==> config.mk <==
export PLATFORM = sky130hd
export DESIGN_NAME = stc_timer
export DESIGN_NICKNAME = d
export VERILOG_FILES = /design/src/core/stc_pkg.sv /design/src/core/stc_timer.sv /design/src/core/stc_prescaler.sv
export SDC_FILE = /design/constraint.sdc
export NUM_CORES = 1
export LEC_CHECK = 0
export BUFFER_PORTS_ARGS = -buffer_cell sky130_fd_sc_hd__buf_2
export CAP_MARGIN = 20
export CORE_UTILIZATION = 45
export CTS_BUF_LIST = sky130_fd_sc_hd__clkbuf_8
export DETAILED_ROUTE_END_ITERATION = 12
export PLACE_DENSITY = 0.7
export REMOVE_ABC_BUFFERS = 1
export SKIP_LAST_GASP = 1
export SLEW_MARGIN = 10
export SYNTH_ARGS = -nofsm -noshare
export SYNTH_HDL_FRONTEND = slang
export SYNTH_HIERARCHICAL = 1
export SYNTH_SLANG_ARGS = --single-unit
==> constraint.sdc <==
create_clock -name pclk -period 3.2 [get_ports pclk]
set_clock_uncertainty 0.05 [all_clocks]
set_input_delay 0.32 -clock pclk [delete_from_list [all_inputs] [get_ports pclk]]
set_output_delay 0.32 -clock pclk [all_outputs]
set_load 0.05 [all_outputs]
==> src/core/stc_pkg.sv <==
package stc_pkg;
    localparam int unsigned CLK_HZ = 100_000_000;
    // register byte addresses on the apb bus
    localparam logic [11:0] ADDR_CONTROL = 12'h000;
    localparam logic [11:0] ADDR_COUNT_LOW = 12'h004;
    localparam logic [11:0] ADDR_COUNT_HIGH = 12'h008;
    localparam logic [11:0] ADDR_IRQ_STATUS = 12'h00c;
    localparam logic [11:0] ADDR_IRQ_MASK = 12'h010;
    localparam logic [11:0] ADDR_SYS_CLOCK = 12'h014;
    // control field positions
    localparam int unsigned CTL_RUN = 0;
    localparam int unsigned CTL_SRC = 1;
    localparam int unsigned CTL_SYNC_BYP = 2;
    localparam int unsigned CTL_OSC_EN = 3;
    localparam int unsigned CTL_PS_LO = 4;
    localparam int unsigned CTL_PS_HI = 5;
    localparam int unsigned CTL_CLK_STAT = 6;
    localparam int unsigned CTL_WIDE = 7;
    localparam logic [7:0] CTL_RESET = 8'h00;
    localparam logic [7:0] CTL_WMASK = 8'hbf;
    // interrupt status bits
    localparam int unsigned IRQ_OVF = 0;
    localparam int unsigned IRQ_SEV = 1;
    localparam int unsigned IRQ_W = 2;
    // system clock select codes
    localparam logic [1:0] SCS_PRIMARY = 2'h0;
    localparam logic [1:0] SCS_SECONDARY = 2'h1;
    localparam logic [15:0] COUNT_MAX = 16'hffff;
    localparam logic [15:0] COUNT_ZERO = 16'h0000;
    // internal clock is the oscillator divided by four
    localparam int unsigned INT_DIV = 4;
    localparam logic [1:0] INT_DIV_LAST = 2'(INT_DIV - 1);

    typedef struct packed {
        logic wide_access_select;
        logic clock_from_timer_osc_status;
        logic prescale_select_hi;
        logic prescale_select_lo;
        logic timer_osc_enable;
        logic external_sync_bypass;
        logic count_source_select;
        logic count_run_enable;
    } stc_control_s;

    typedef struct packed {
        logic [31:0] paddr;
        logic psel;
        logic penable;
        logic pwrite;
        logic [31:0] pwdata;
    } stc_apb_req_s;

    typedef struct packed {
        logic [31:0] prdata;
        logic pready;
        logic pslverr;
    } stc_apb_rsp_s;
endpackage

==> src/core/stc_timer.sv <==
`timescale 1ns/1ps
`default_nettype none
// Function
// - count is 16 bits in high and low bytes, both readable and writable
// - wrap from all ones to zero sets the overflow interrupt flag
// - compare unit special event trigger clears the whole count
// - control bit 0 lets the counter run when set, halts when clear
// - read-only bit 6 is 1 while system clock comes from our oscillator
// - prescale field bits 5:4, code 11 divides by 8, code 00 by 1
// - external source: bit 2 set bypasses sync, clear synchronizes
// - bit 1 picks external pin rising edges or oscillator divided by four
// - after fail-safe switch, clock status shows the real clock source
// - clock select 01 runs cpu and peripherals from our oscillator
module stc_timer
    import stc_pkg::*;
(
    input wire logic pclk,
    input wire logic presetn,
    input wire stc_pkg::stc_apb_req_s apb_req,
    output stc_pkg::stc_apb_rsp_s apb_rsp,
    input wire logic external_count_pin,
    input wire logic compare_unit_trigger,
    input wire logic fail_safe_switched,
    output logic timer_osc_run,
    output logic secondary_clock_run_mode,
    output logic irq
);
    import stc_pkg::*;

    stc_control_s ctl;
    logic [15:0] count;
    logic [7:0] high_buffer;
    logic [IRQ_W-1:0] irq_status;
    logic [IRQ_W-1:0] irq_mask;
    logic [1:0] system_clock_select;
    logic [2:0] pin_sync;
    logic pin_prev;
    logic pin_raw_prev;
    logic [1:0] int_div;
    logic [7:0] rd_byte;
    logic [31:0] rd_word;
    logic [31:0] prdata_q;
    logic [15:0] next_count;
    logic [IRQ_W-1:0] irq_set;
    logic [IRQ_W-1:0] irq_clr;

    logic wr;
    logic rd;
    logic hit_ctl;
    logic hit_low;
    logic hit_high;
    logic hit_stat;
    logic hit_mask;
    logic hit_scs;
    logic ext_sync_edge;
    logic ext_raw_edge;
    logic src_tick;
    logic cnt_tick;
    logic overflow;
    logic clk_status;
    logic prescale_clear;

    assign wr = apb_req.psel && apb_req.penable && apb_req.pwrite;
    assign rd = apb_req.psel && apb_req.penable && !apb_req.pwrite;
    assign hit_ctl = apb_req.paddr[11:0] == ADDR_CONTROL;
    assign hit_low = apb_req.paddr[11:0] == ADDR_COUNT_LOW;
    assign hit_high = apb_req.paddr[11:0] == ADDR_COUNT_HIGH;
    assign hit_stat = apb_req.paddr[11:0] == ADDR_IRQ_STATUS;
    assign hit_mask = apb_req.paddr[11:0] == ADDR_IRQ_MASK;
    assign hit_scs = apb_req.paddr[11:0] == ADDR_SYS_CLOCK;

    // three-stage synchroniser on the asynchronous count pin
    always_ff @(posedge pclk or negedge presetn) begin
        if (!presetn) begin
            pin_sync <= 3'h0;
        end else begin
            pin_sync <= {pin_sync[1:0], external_count_pin};
        end
    end

    // filtered level only moves once stages two and three agree
    always_ff @(posedge pclk or negedge presetn) begin
        if (!presetn) begin
            pin_prev <= 1'b0;
        end else if (pin_sync[2] == pin_sync[1]) begin
            pin_prev <= pin_sync[2];
        end
    end

    always_ff @(posedge pclk or negedge presetn) begin
        if (!presetn) begin
            pin_raw_prev <= 1'b0;
        end else begin
            pin_raw_prev <= pin_sync[1];
        end
    end
    assign ext_sync_edge = (pin_sync[2] == pin_sync[1]) && pin_sync[2]
        && !pin_prev;
    // bypass path skips the agreement filter, saving a cycle of latency
    assign ext_raw_edge = pin_sync[1] && !pin_raw_prev;

    // internal count clock: oscillator divided by four
    always_ff @(posedge pclk or negedge presetn) begin
        if (!presetn) begin
            int_div <= 2'h0;
        end else begin
            int_div <= 2'(int_div + 2'h1);
        end
    end

    always_comb begin
        if (ctl.count_source_select) begin
            src_tick = ctl.external_sync_bypass ? ext_raw_edge
                : ext_sync_edge;
        end else begin
            src_tick = int_div == INT_DIV_LAST;
        end
    end

    // prescaler restarts on any control write so a new ratio starts clean
    assign prescale_clear = (wr && hit_ctl) || !ctl.count_run_enable;

    stc_prescaler u_prescaler (
        .pclk(pclk),
        .presetn(presetn),
        .clear(prescale_clear),
        .tick_in(src_tick && ctl.count_run_enable),
        .ratio({ctl.prescale_select_hi,
            ctl.prescale_select_lo}),
        .tick_out(cnt_tick)
    );

    assign overflow = cnt_tick && (count == COUNT_MAX);

    // count: trigger clear beats software write beats increment
    always_comb begin
        next_count = count;
        if (compare_unit_trigger) begin
            next_count = COUNT_ZERO;
        end else if (wr && hit_low) begin
            if (ctl.wide_access_select) begin
                next_count = {high_buffer, apb_req.pwdata[7:0]};
            end else begin
                next_count[7:0] = apb_req.pwdata[7:0];
            end
        end else if (wr && hit_high && !ctl.wide_access_select) begin
            next_count[15:8] = apb_req.pwdata[7:0];
        end else if (cnt_tick) begin
            next_count = 16'(count + 16'h1);
        end
    end

    always_ff @(posedge pclk or negedge presetn) begin
        if (!presetn) begin
            count <= COUNT_ZERO;
        end else begin
            count <= next_count;
        end
    end

    // high buffer: filled by high writes, or by low reads in wide mode
    always_ff @(posedge pclk or negedge presetn) begin
        if (!presetn) begin
            high_buffer <= 8'h00;
        end else if (wr && hit_high) begin
            high_buffer <= apb_req.pwdata[7:0];
        end else if (rd && hit_low && ctl.wide_access_select) begin
            high_buffer <= count[15:8];
        end
    end

    always_ff @(posedge pclk or negedge presetn) begin
        if (!presetn) begin
            ctl <= CTL_RESET;
        end else begin
            if (wr && hit_ctl) begin
                ctl <= (apb_req.pwdata[7:0] & CTL_WMASK)
                    | ({7'h00, clk_status} << CTL_CLK_STAT);
            end else begin
                ctl.clock_from_timer_osc_status <= clk_status;
            end
        end
    end

    always_ff @(posedge pclk or negedge presetn) begin
        if (!presetn) begin
            system_clock_select <= SCS_PRIMARY;
        end else if (wr && hit_scs) begin
            system_clock_select <= apb_req.pwdata[1:0];
        end
    end

    assign timer_osc_run = ctl.timer_osc_enable;
    assign secondary_clock_run_mode =
        system_clock_select == SCS_SECONDARY;
    // monitor override shows the source really in use
    assign clk_status = secondary_clock_run_mode && ctl.timer_osc_enable
        && !fail_safe_switched;

    always_comb begin
        irq_set = '0;
        irq_set[IRQ_OVF] = overflow;
        irq_set[IRQ_SEV] = compare_unit_trigger;
    end
    assign irq_clr = (wr && hit_stat) ? apb_req.pwdata[IRQ_W-1:0] : '0;

    // sticky status: set wins over write-one-to-clear
    always_ff @(posedge pclk or negedge presetn) begin
        if (!presetn) begin
            irq_status <= '0;
        end else begin
            irq_status <= irq_set | (irq_status & ~irq_clr);
        end
    end

    always_ff @(posedge pclk or negedge presetn) begin
        if (!presetn) begin
            irq_mask <= '0;
        end else if (wr && hit_mask) begin
            irq_mask <= apb_req.pwdata[IRQ_W-1:0];
        end
    end

    assign irq = |(irq_status & irq_mask);

    always_comb begin
        rd_byte = 8'h00;
        rd_word = 32'h0000_0000;
        if (hit_ctl) begin
            rd_word = {24'h000000, ctl};
        end else if (hit_low) begin
            rd_word = {24'h000000, count[7:0]};
        end else if (hit_high) begin
            // wide mode reads the buffered high byte
            rd_byte = ctl.wide_access_select ? high_buffer : count[15:8];
            rd_word = {24'h000000, rd_byte};
        end else if (hit_stat) begin
            rd_word = {30'h0, irq_status};
        end else if (hit_mask) begin
            rd_word = {30'h0, irq_mask};
        end else if (hit_scs) begin
            rd_word = {30'h0, system_clock_select};
        end
    end

    always_ff @(posedge pclk or negedge presetn) begin
        if (!presetn) begin
            prdata_q <= 32'h0000_0000;
        end else if (apb_req.psel && !apb_req.penable && !apb_req.pwrite) begin
            prdata_q <= rd_word;
        end
    end

    // launched in setup so read data is settled through the access phase
    assign apb_rsp.prdata = prdata_q;
    assign apb_rsp.pready = 1'b1;
    assign apb_rsp.pslverr = apb_req.psel && apb_req.penable
        && !(hit_ctl || hit_low || hit_high || hit_stat || hit_mask
        || hit_scs);
endmodule
`default_nettype wire

==> src/core/stc_prescaler.sv <==
`timescale 1ns/1ps
`default_nettype none
module stc_prescaler (
    input wire logic pclk,
    input wire logic presetn,
    input wire logic clear,
    input wire logic tick_in,
    input wire logic [1:0] ratio,
    output logic tick_out
);
    logic [2:0] cnt;
    logic [2:0] last;

    // ratio code n divides by 2^n
    assign last = 3'((4'h1 << ratio) - 4'h1);
    assign tick_out = tick_in && (cnt == last);

    always_ff @(posedge pclk or negedge presetn) begin
        if (!presetn) begin
            cnt <= 3'h0;
        end else if (clear) begin
            cnt <= 3'h0;
        end else if (tick_in) begin
            cnt <= (cnt >= last) ? 3'h0 : 3'(cnt + 3'h1);
        end
    end
endmodule
`default_nettype wire

After elaboration in Yosys (flattened, before gate mapping):

Cells that the tools add are included.

* flip-flop bits (word level): 80
* input bits: 72
* output and inout bits: 37
* word-level logic and storage cells: 107

* $add $sub $neg: 4
* order comparisons: 1
* equal/unequal tests: 11
* shifts and indexed selects: 1
* muxes and demuxes: 21
* bitwise gates (word level): 5
* reductions and logical operators: 44

Operator list (number)
* 2-to-1 mux 32 bit: 2
* 2-to-1 mux 16 bit: 3
* 2-to-1 mux 8 bit: 6
* == test 12 x 4 -> 1 bit (second input constant): 2
* == test 12 x 5 -> 1 bit (second input constant): 2
* logical AND 1 bit: 23
* adder 16 x 1 -> 16 bit (second input constant): 1
* == test 16 bit (second input constant): 1
* == test 12 x 3 -> 1 bit (second input constant): 1
* zero test 12 bit: 1
* 2-to-1 mux 3 bit: 3
* zero test 1 bit: 8
* 2-to-1 mux 2 bit: 4
* bitwise OR 8 x 7 -> 8 bit: 1
* logical OR 1 bit: 6
* AND 2 bit: 2
* nonzero test 2 bit: 2
* nonzero test 4 bit: 1
* adder 3 x 1 -> 3 bit (second input constant): 1
* == test 3 bit: 1
* greater-or-equal comparator 3 bit: 1
* 2-to-1 mux 1 bit: 3
* inequality test 3 bit (second input constant): 1
* nonzero test 3 bit: 1
* 10 further kinds: 10

Depth between registers and ports, before layout:

* word-level depth: 11
* depth in mapped cells: 12
* mapped depth without buffers: 11

Modules after synthesis:

The synthesis kept the hierarchy.

Modules (own cells, without submodules)
* stc_timer: times used 1, cells an instance 356, area an instance 3284.4 um^2, sequential area each 1301.2 um^2
* stc_prescaler: times used 1, cells an instance 27, area an instance 255.2 um^2, sequential area each 75.1 um^2

Worst setup path after synthesis:

OpenSTA, ideal clock, no wires.

* path kind: input -> register
* start point: input apb_req[46] (netlist name)
* end point: register u_prescaler.cnt[0]
* library setup time: 0.145 ns
* data arrival time: 2.167 ns
* data required time: 3.005 ns
* slack: 0.838 ns
* cell stages on the path: 8
* path buffers: 1
* path through: or4_4 buf_6 nor4b_4 nand2b_1 o21ai_0 nor2_1 o2111ai_1 o31ai_1

* word-level cells in the longest chain between the ends: 4
* elaborated cells on any way between the ends: 5
* classes of those cells: mux: 1; reduce/logical: 4

Ends and longest elaborated chain
* from (decl): RTL line stc_timer.sv:19 `input wire stc_pkg::stc_apb_req_s apb_req,`
* zero test 12 bit *: RTL line stc_timer.sv:65 `assign hit_ctl = apb_req.paddr[11:0] == ADDR_CONTROL;`
* logical AND 1 bit *: RTL line stc_timer.sv:121 `assign prescale_clear = (wr && hit_ctl) || !ctl.count_run_enable;`
* logical OR 1 bit *: RTL line stc_timer.sv:121
* named net prescale_clear: RTL line stc_timer.sv:61 `logic prescale_clear;`
* 2-to-1 mux 3 bit or nonzero test 2 bit (tied branches)
* to (signal assigned): RTL line stc_prescaler.sv:24 `cnt <= (cnt >= last) ? 3'h0 : 3'(cnt + 3'h1);`
* to (decl): RTL line stc_prescaler.sv:11 `logic [2:0] cnt;`

The timed path passes the listed nets; every way through them passes the cells marked *.
A chain may end at the register's enable or synchronous reset.

Worst setup path after layout:

* start point: register pin_raw_prev
* end point: register count[6]

* word-level cells in the longest chain between the ends: 8

Ends and longest elaborated chain
* from (decl): RTL line stc_timer.sv:38 `logic pin_raw_prev;`
* from (signal assigned): RTL line stc_timer.sv:94 `pin_raw_prev <= pin_sync[1];`
* zero test 1 bit: RTL line stc_timer.sv:100 `assign ext_raw_edge = pin_sync[1] && !pin_raw_prev;`
* logical AND 1 bit: RTL line stc_timer.sv:100
* 2-to-1 mux 1 bit: RTL line stc_timer.sv:113 `src_tick = ctl.external_sync_bypass ? ext_raw_edge`
* 2-to-1 mux 1 bit: RTL line stc_timer.sv:112 `if (ctl.count_source_select) begin`
* logical AND 1 bit: RTL line stc_timer.sv:127 `.tick_in(src_tick && ctl.count_run_enable),`
* logical AND 1 bit: RTL line stc_prescaler.sv:16 `assign tick_out = tick_in && (cnt == last);`
* named net cnt_tick: RTL line stc_timer.sv:58 `logic cnt_tick;`
* nonzero test 3 bit (no line)
* AND reduction 2 bit (no line)
* to (signal assigned): RTL line stc_timer.sv:157 `count <= next_count;`
* to (decl): RTL line stc_timer.sv:31 `logic [15:0] count;`

The timed path passes the listed nets, and every way through them passes these cells.

==> run summary <==
# IOs: 109
# Max-Cap Violations: 0
post-route ant nets: 0
Mapped Area: 0.00354 mm2
Seq/Total Area, Yosys: 38.9%
Fin. Hold Viols: 48
slowest stage cell, crit path: dfrtp_1
CP Max Fanout: 12
CP endpoint: count[6]
placed instance area: 0.00373 mm2
Vias/cell: 5.88
critical path endpoint category: flop
Yosys top cell area share: 38.9%
GRT Resource Usage Total: 23.0%
worst slack, placed: 0.332 ns
vias in the first global route: 2807
Required @ worst endpoint: 3.35 ns
Top Family by Delay on Critical Path: compound AO/OA/AOI/OAI gates
Critical Path AT: 2.84 ns
IO buf count: 39
gr busiest metal: met2
Mapped Cells: 383
H-tree depth: 2
Power Total: 1.30 mW
worst hold-check path type: in -> async
clk sinks: 55
setup slack after layout: 0.503 ns
total grt overflow: 0
Reg2Reg Depth: 9
Tmin final: 2.70 ns
grt met2 use: 35.0%
ys async rst share: 100%
largest area contributor in the netlist: dfrtp_1
vias: 3044
R2R Setup Slk: 0.50 ns
yosys warns: 6
pin count of the biggest net entering global routing: 50
Worst Setup SP: pin_raw_prev
RSZ-0062 raised after global routing: no
Synth Register Bits: 55
Worst-path clk slew: 0.11 ns
main area contributors after synthesis: dfrtp_1 (39%), buf_4 (5.3%), mux2_2 (4.8%), o21ai_0 (3.8%), nand2_1 (3.5%)
EDFF count, synth: 0
total wire length: 8.92 mm
met1 Use GR: 33.4%
Clock Tree Root: clkbuf_8
Setup CP Type: reg -> reg
post-synth cell types: 67
Setup Fix Bufs, Post-CTS: 0
FP Rows: 31
Final nets: 498
Slew Limit Fails: 0
Pwr per Cell Area: 340 mW/mm2
CTS Hold Bufs: 0
DRC marker count from the first detailed-route iteration: 305
total placed cells including tap cells: 510
Final Instance Area: 0.00382 mm2
failing checks: negative hold slack
cts bufs inserted: 5
Mapped Avg Cell Area: 9.24 um2
wire length of the first global-routing pass: 14.8 mm
Reg-to-Reg Start: pin_raw_prev
WP buf/inv: 2
fin cells: 518
Post-CTS Resized: 0
crit path launch type: flop
WL/cell: 17.2 um
die width: 90.7 um
clock tree from TritonCTS: built
hold slack: -0.0401 ns
final period utilization: 84.3%
outcome: finished with violations
DRT Pass-1 Iters: 5
Final GP Congestion: 0.946
clock buffer depth: 2
Initial Utilization: 47.8%
initial antenna violation count: 0
worst skew pair latency: 0.32 ns
Filler Cell Count: 738
cell chain of the critical path: ha_1, inv_1, o311ai_0, o211a_1, and4_2, inv_1, a21o_1, o311ai_0, o21ai_0
DR DRC count: 0
Area Overhead vs Synth: 7.99%
DIE HEIGHT: 90.7 um
HPWL reported at the end of detailed placement: 6.66 mm
# diodes: 0
slew of the pin with the lowest slew margin: 0.796 ns
relative max-transition margin: 46.4%
f_max: 371 MHz
Leak: 1.73 nW
CORE AREA: 0.00741 mm2
M3 GR Usage: 3.70%
Core Util, Final: 51.6%
reg2reg end: count[6]
share of layout cells above drive strength 1: 21.0%
Setup Total Neg Slack: 0 ns
die footprint: 0.00822 mm2
CP Depth: 9
maximum vdd ir drop: 208 uV
crit-path max cell delay: 0.39 ns
top_reg_cell synth: dfrtp_1
final setup vio count: 0
where the power goes:
group / switching [mW] / internal, mW / leakage (nW)
clock network: 0.253 / 0.160 / 0.0452
logic: 0.145 / 0.0319 / 0.941
registers: 0.00491 / 0.703 / 0.746
total: 0.403 / 0.895 / 1.73
sequential cells by signal (all words and copies together), names as in the netlist:
register,cells
system_clock_select,2
count,16
pin_raw_prev,1
u_prescaler/cnt,3
high_buffer,8
ctl,7
int_div,2
irq_status,2
irq_mask,2
pin_prev,1
prdata_q,8
timer_osc_run,1
pin_sync,2
cells in the final DEF, fill, tap and decap left out, types with 3 or more instances in the layout:
cell type and count:
o31ai_1 3, o21ai_0 27, nor2_1 26, dfrtp_1 55, o22ai_1 4, or2_2 3
nand2b_1 5, a211oi_1 3, inv_1 10, buf_2 38, conb_1 25, a222oi_1 4
mux2_2 15, nor2b_1 5, clkbuf_8 5, o211ai_1 5, and3b_1 4, nand4_1 4
nand3_1 19, buf_4 8, mux2i_1 10, nor3_1 11, and3_1 4, o311ai_0 3
nand2_1 33, a21oi_1 22, nor4_1 7, ha_1 8
cell usage after synthesis (all sizes together), types with 3 or more instances:
cell type  number
dfrtp          55
buf            36
nand2          35
nor2           29
o21ai          28
a21oi          23
nand3          20
mux2           16
nor3           12
inv            10
mux2i          10
ha              8
nor4            8
clkbuf          5
nand2b          5
nor2b           5
o211ai          5
a222oi          4
and3            4
and3b           4
nand4           4
o22ai           4
a211oi          3
a221oi          3
o311ai          3
o31ai           3
or2             3
or4             3
worst min path at each step:
stage | end | slack [ns] | cells past startpoint
after global routing | prdata_q[6] | 0.007 | 1
after global placement | pin_sync[1] | 0.28 | 0
final | prdata_q[7] | -0.04 | 1
after floorplan | count[0] | -0.03 | 0
after CTS | pin_sync[0] | 0.05 | 1
after detailed placement | pin_sync[1] | 0.29 | 0
routing by layer:
| metal | vias to the layer above | share of wire, % |
|---|---|---|
| met1 | 1461 | 46 |
| met5 | - | 0 |
| li1 | 1438 | - |
| met2 | 139 | 46 |
| met4 | 0 | 0.90 |
| met3 | 6 | 7.8 |
worst reg2reg max path, delay by kind of cell (launching register included):
| kind | cells | cell delay, ns |
|---|---|---|
| buffers and inverters | 2 | 0.14 |
| AND/OR/NAND/NOR | 1 | 0.36 |
| AO/OA/AOI/OAI | 5 | 1.48 |
| adder cells (fa/ha/maj) | 1 | 0.15 |
| flip-flops | 1 | 0.39 |
kinds of logic (layout without fill, tap and decap cells):
group | count (synthesis) | count (layout) | synth area share (%)
flip-flops | 55 | 55 | 38.9
AND/OR/NAND/NOR | 141 | 141 | 22.2
multiplexers | 26 | 26 | 7.92
other | 2 | 25 | 0.212
AO/OA/AOI/OAI | 96 | 96 | 18.3
buffers and inverters | 51 | 64 | 8.73
adder cells (fa/ha/maj) | 8 | 8 | 2.83
XOR/XNOR | 4 | 4 | 0.990
area by class of cell:
type	count	area, um2	area share, %
Clock buffer	5	68.8	1.80
Clock inverter	3	25.0	0.655
Inverter	10	37.5	0.982
Multi-Input combinational cell	300	1940	50.8
Sequential cell	55	1380	36.0
Tap cell	99	124	3.24
Timing Repair Buffer	46	250	6.55
No activity file was read; power rests on OpenSTA's default activity.
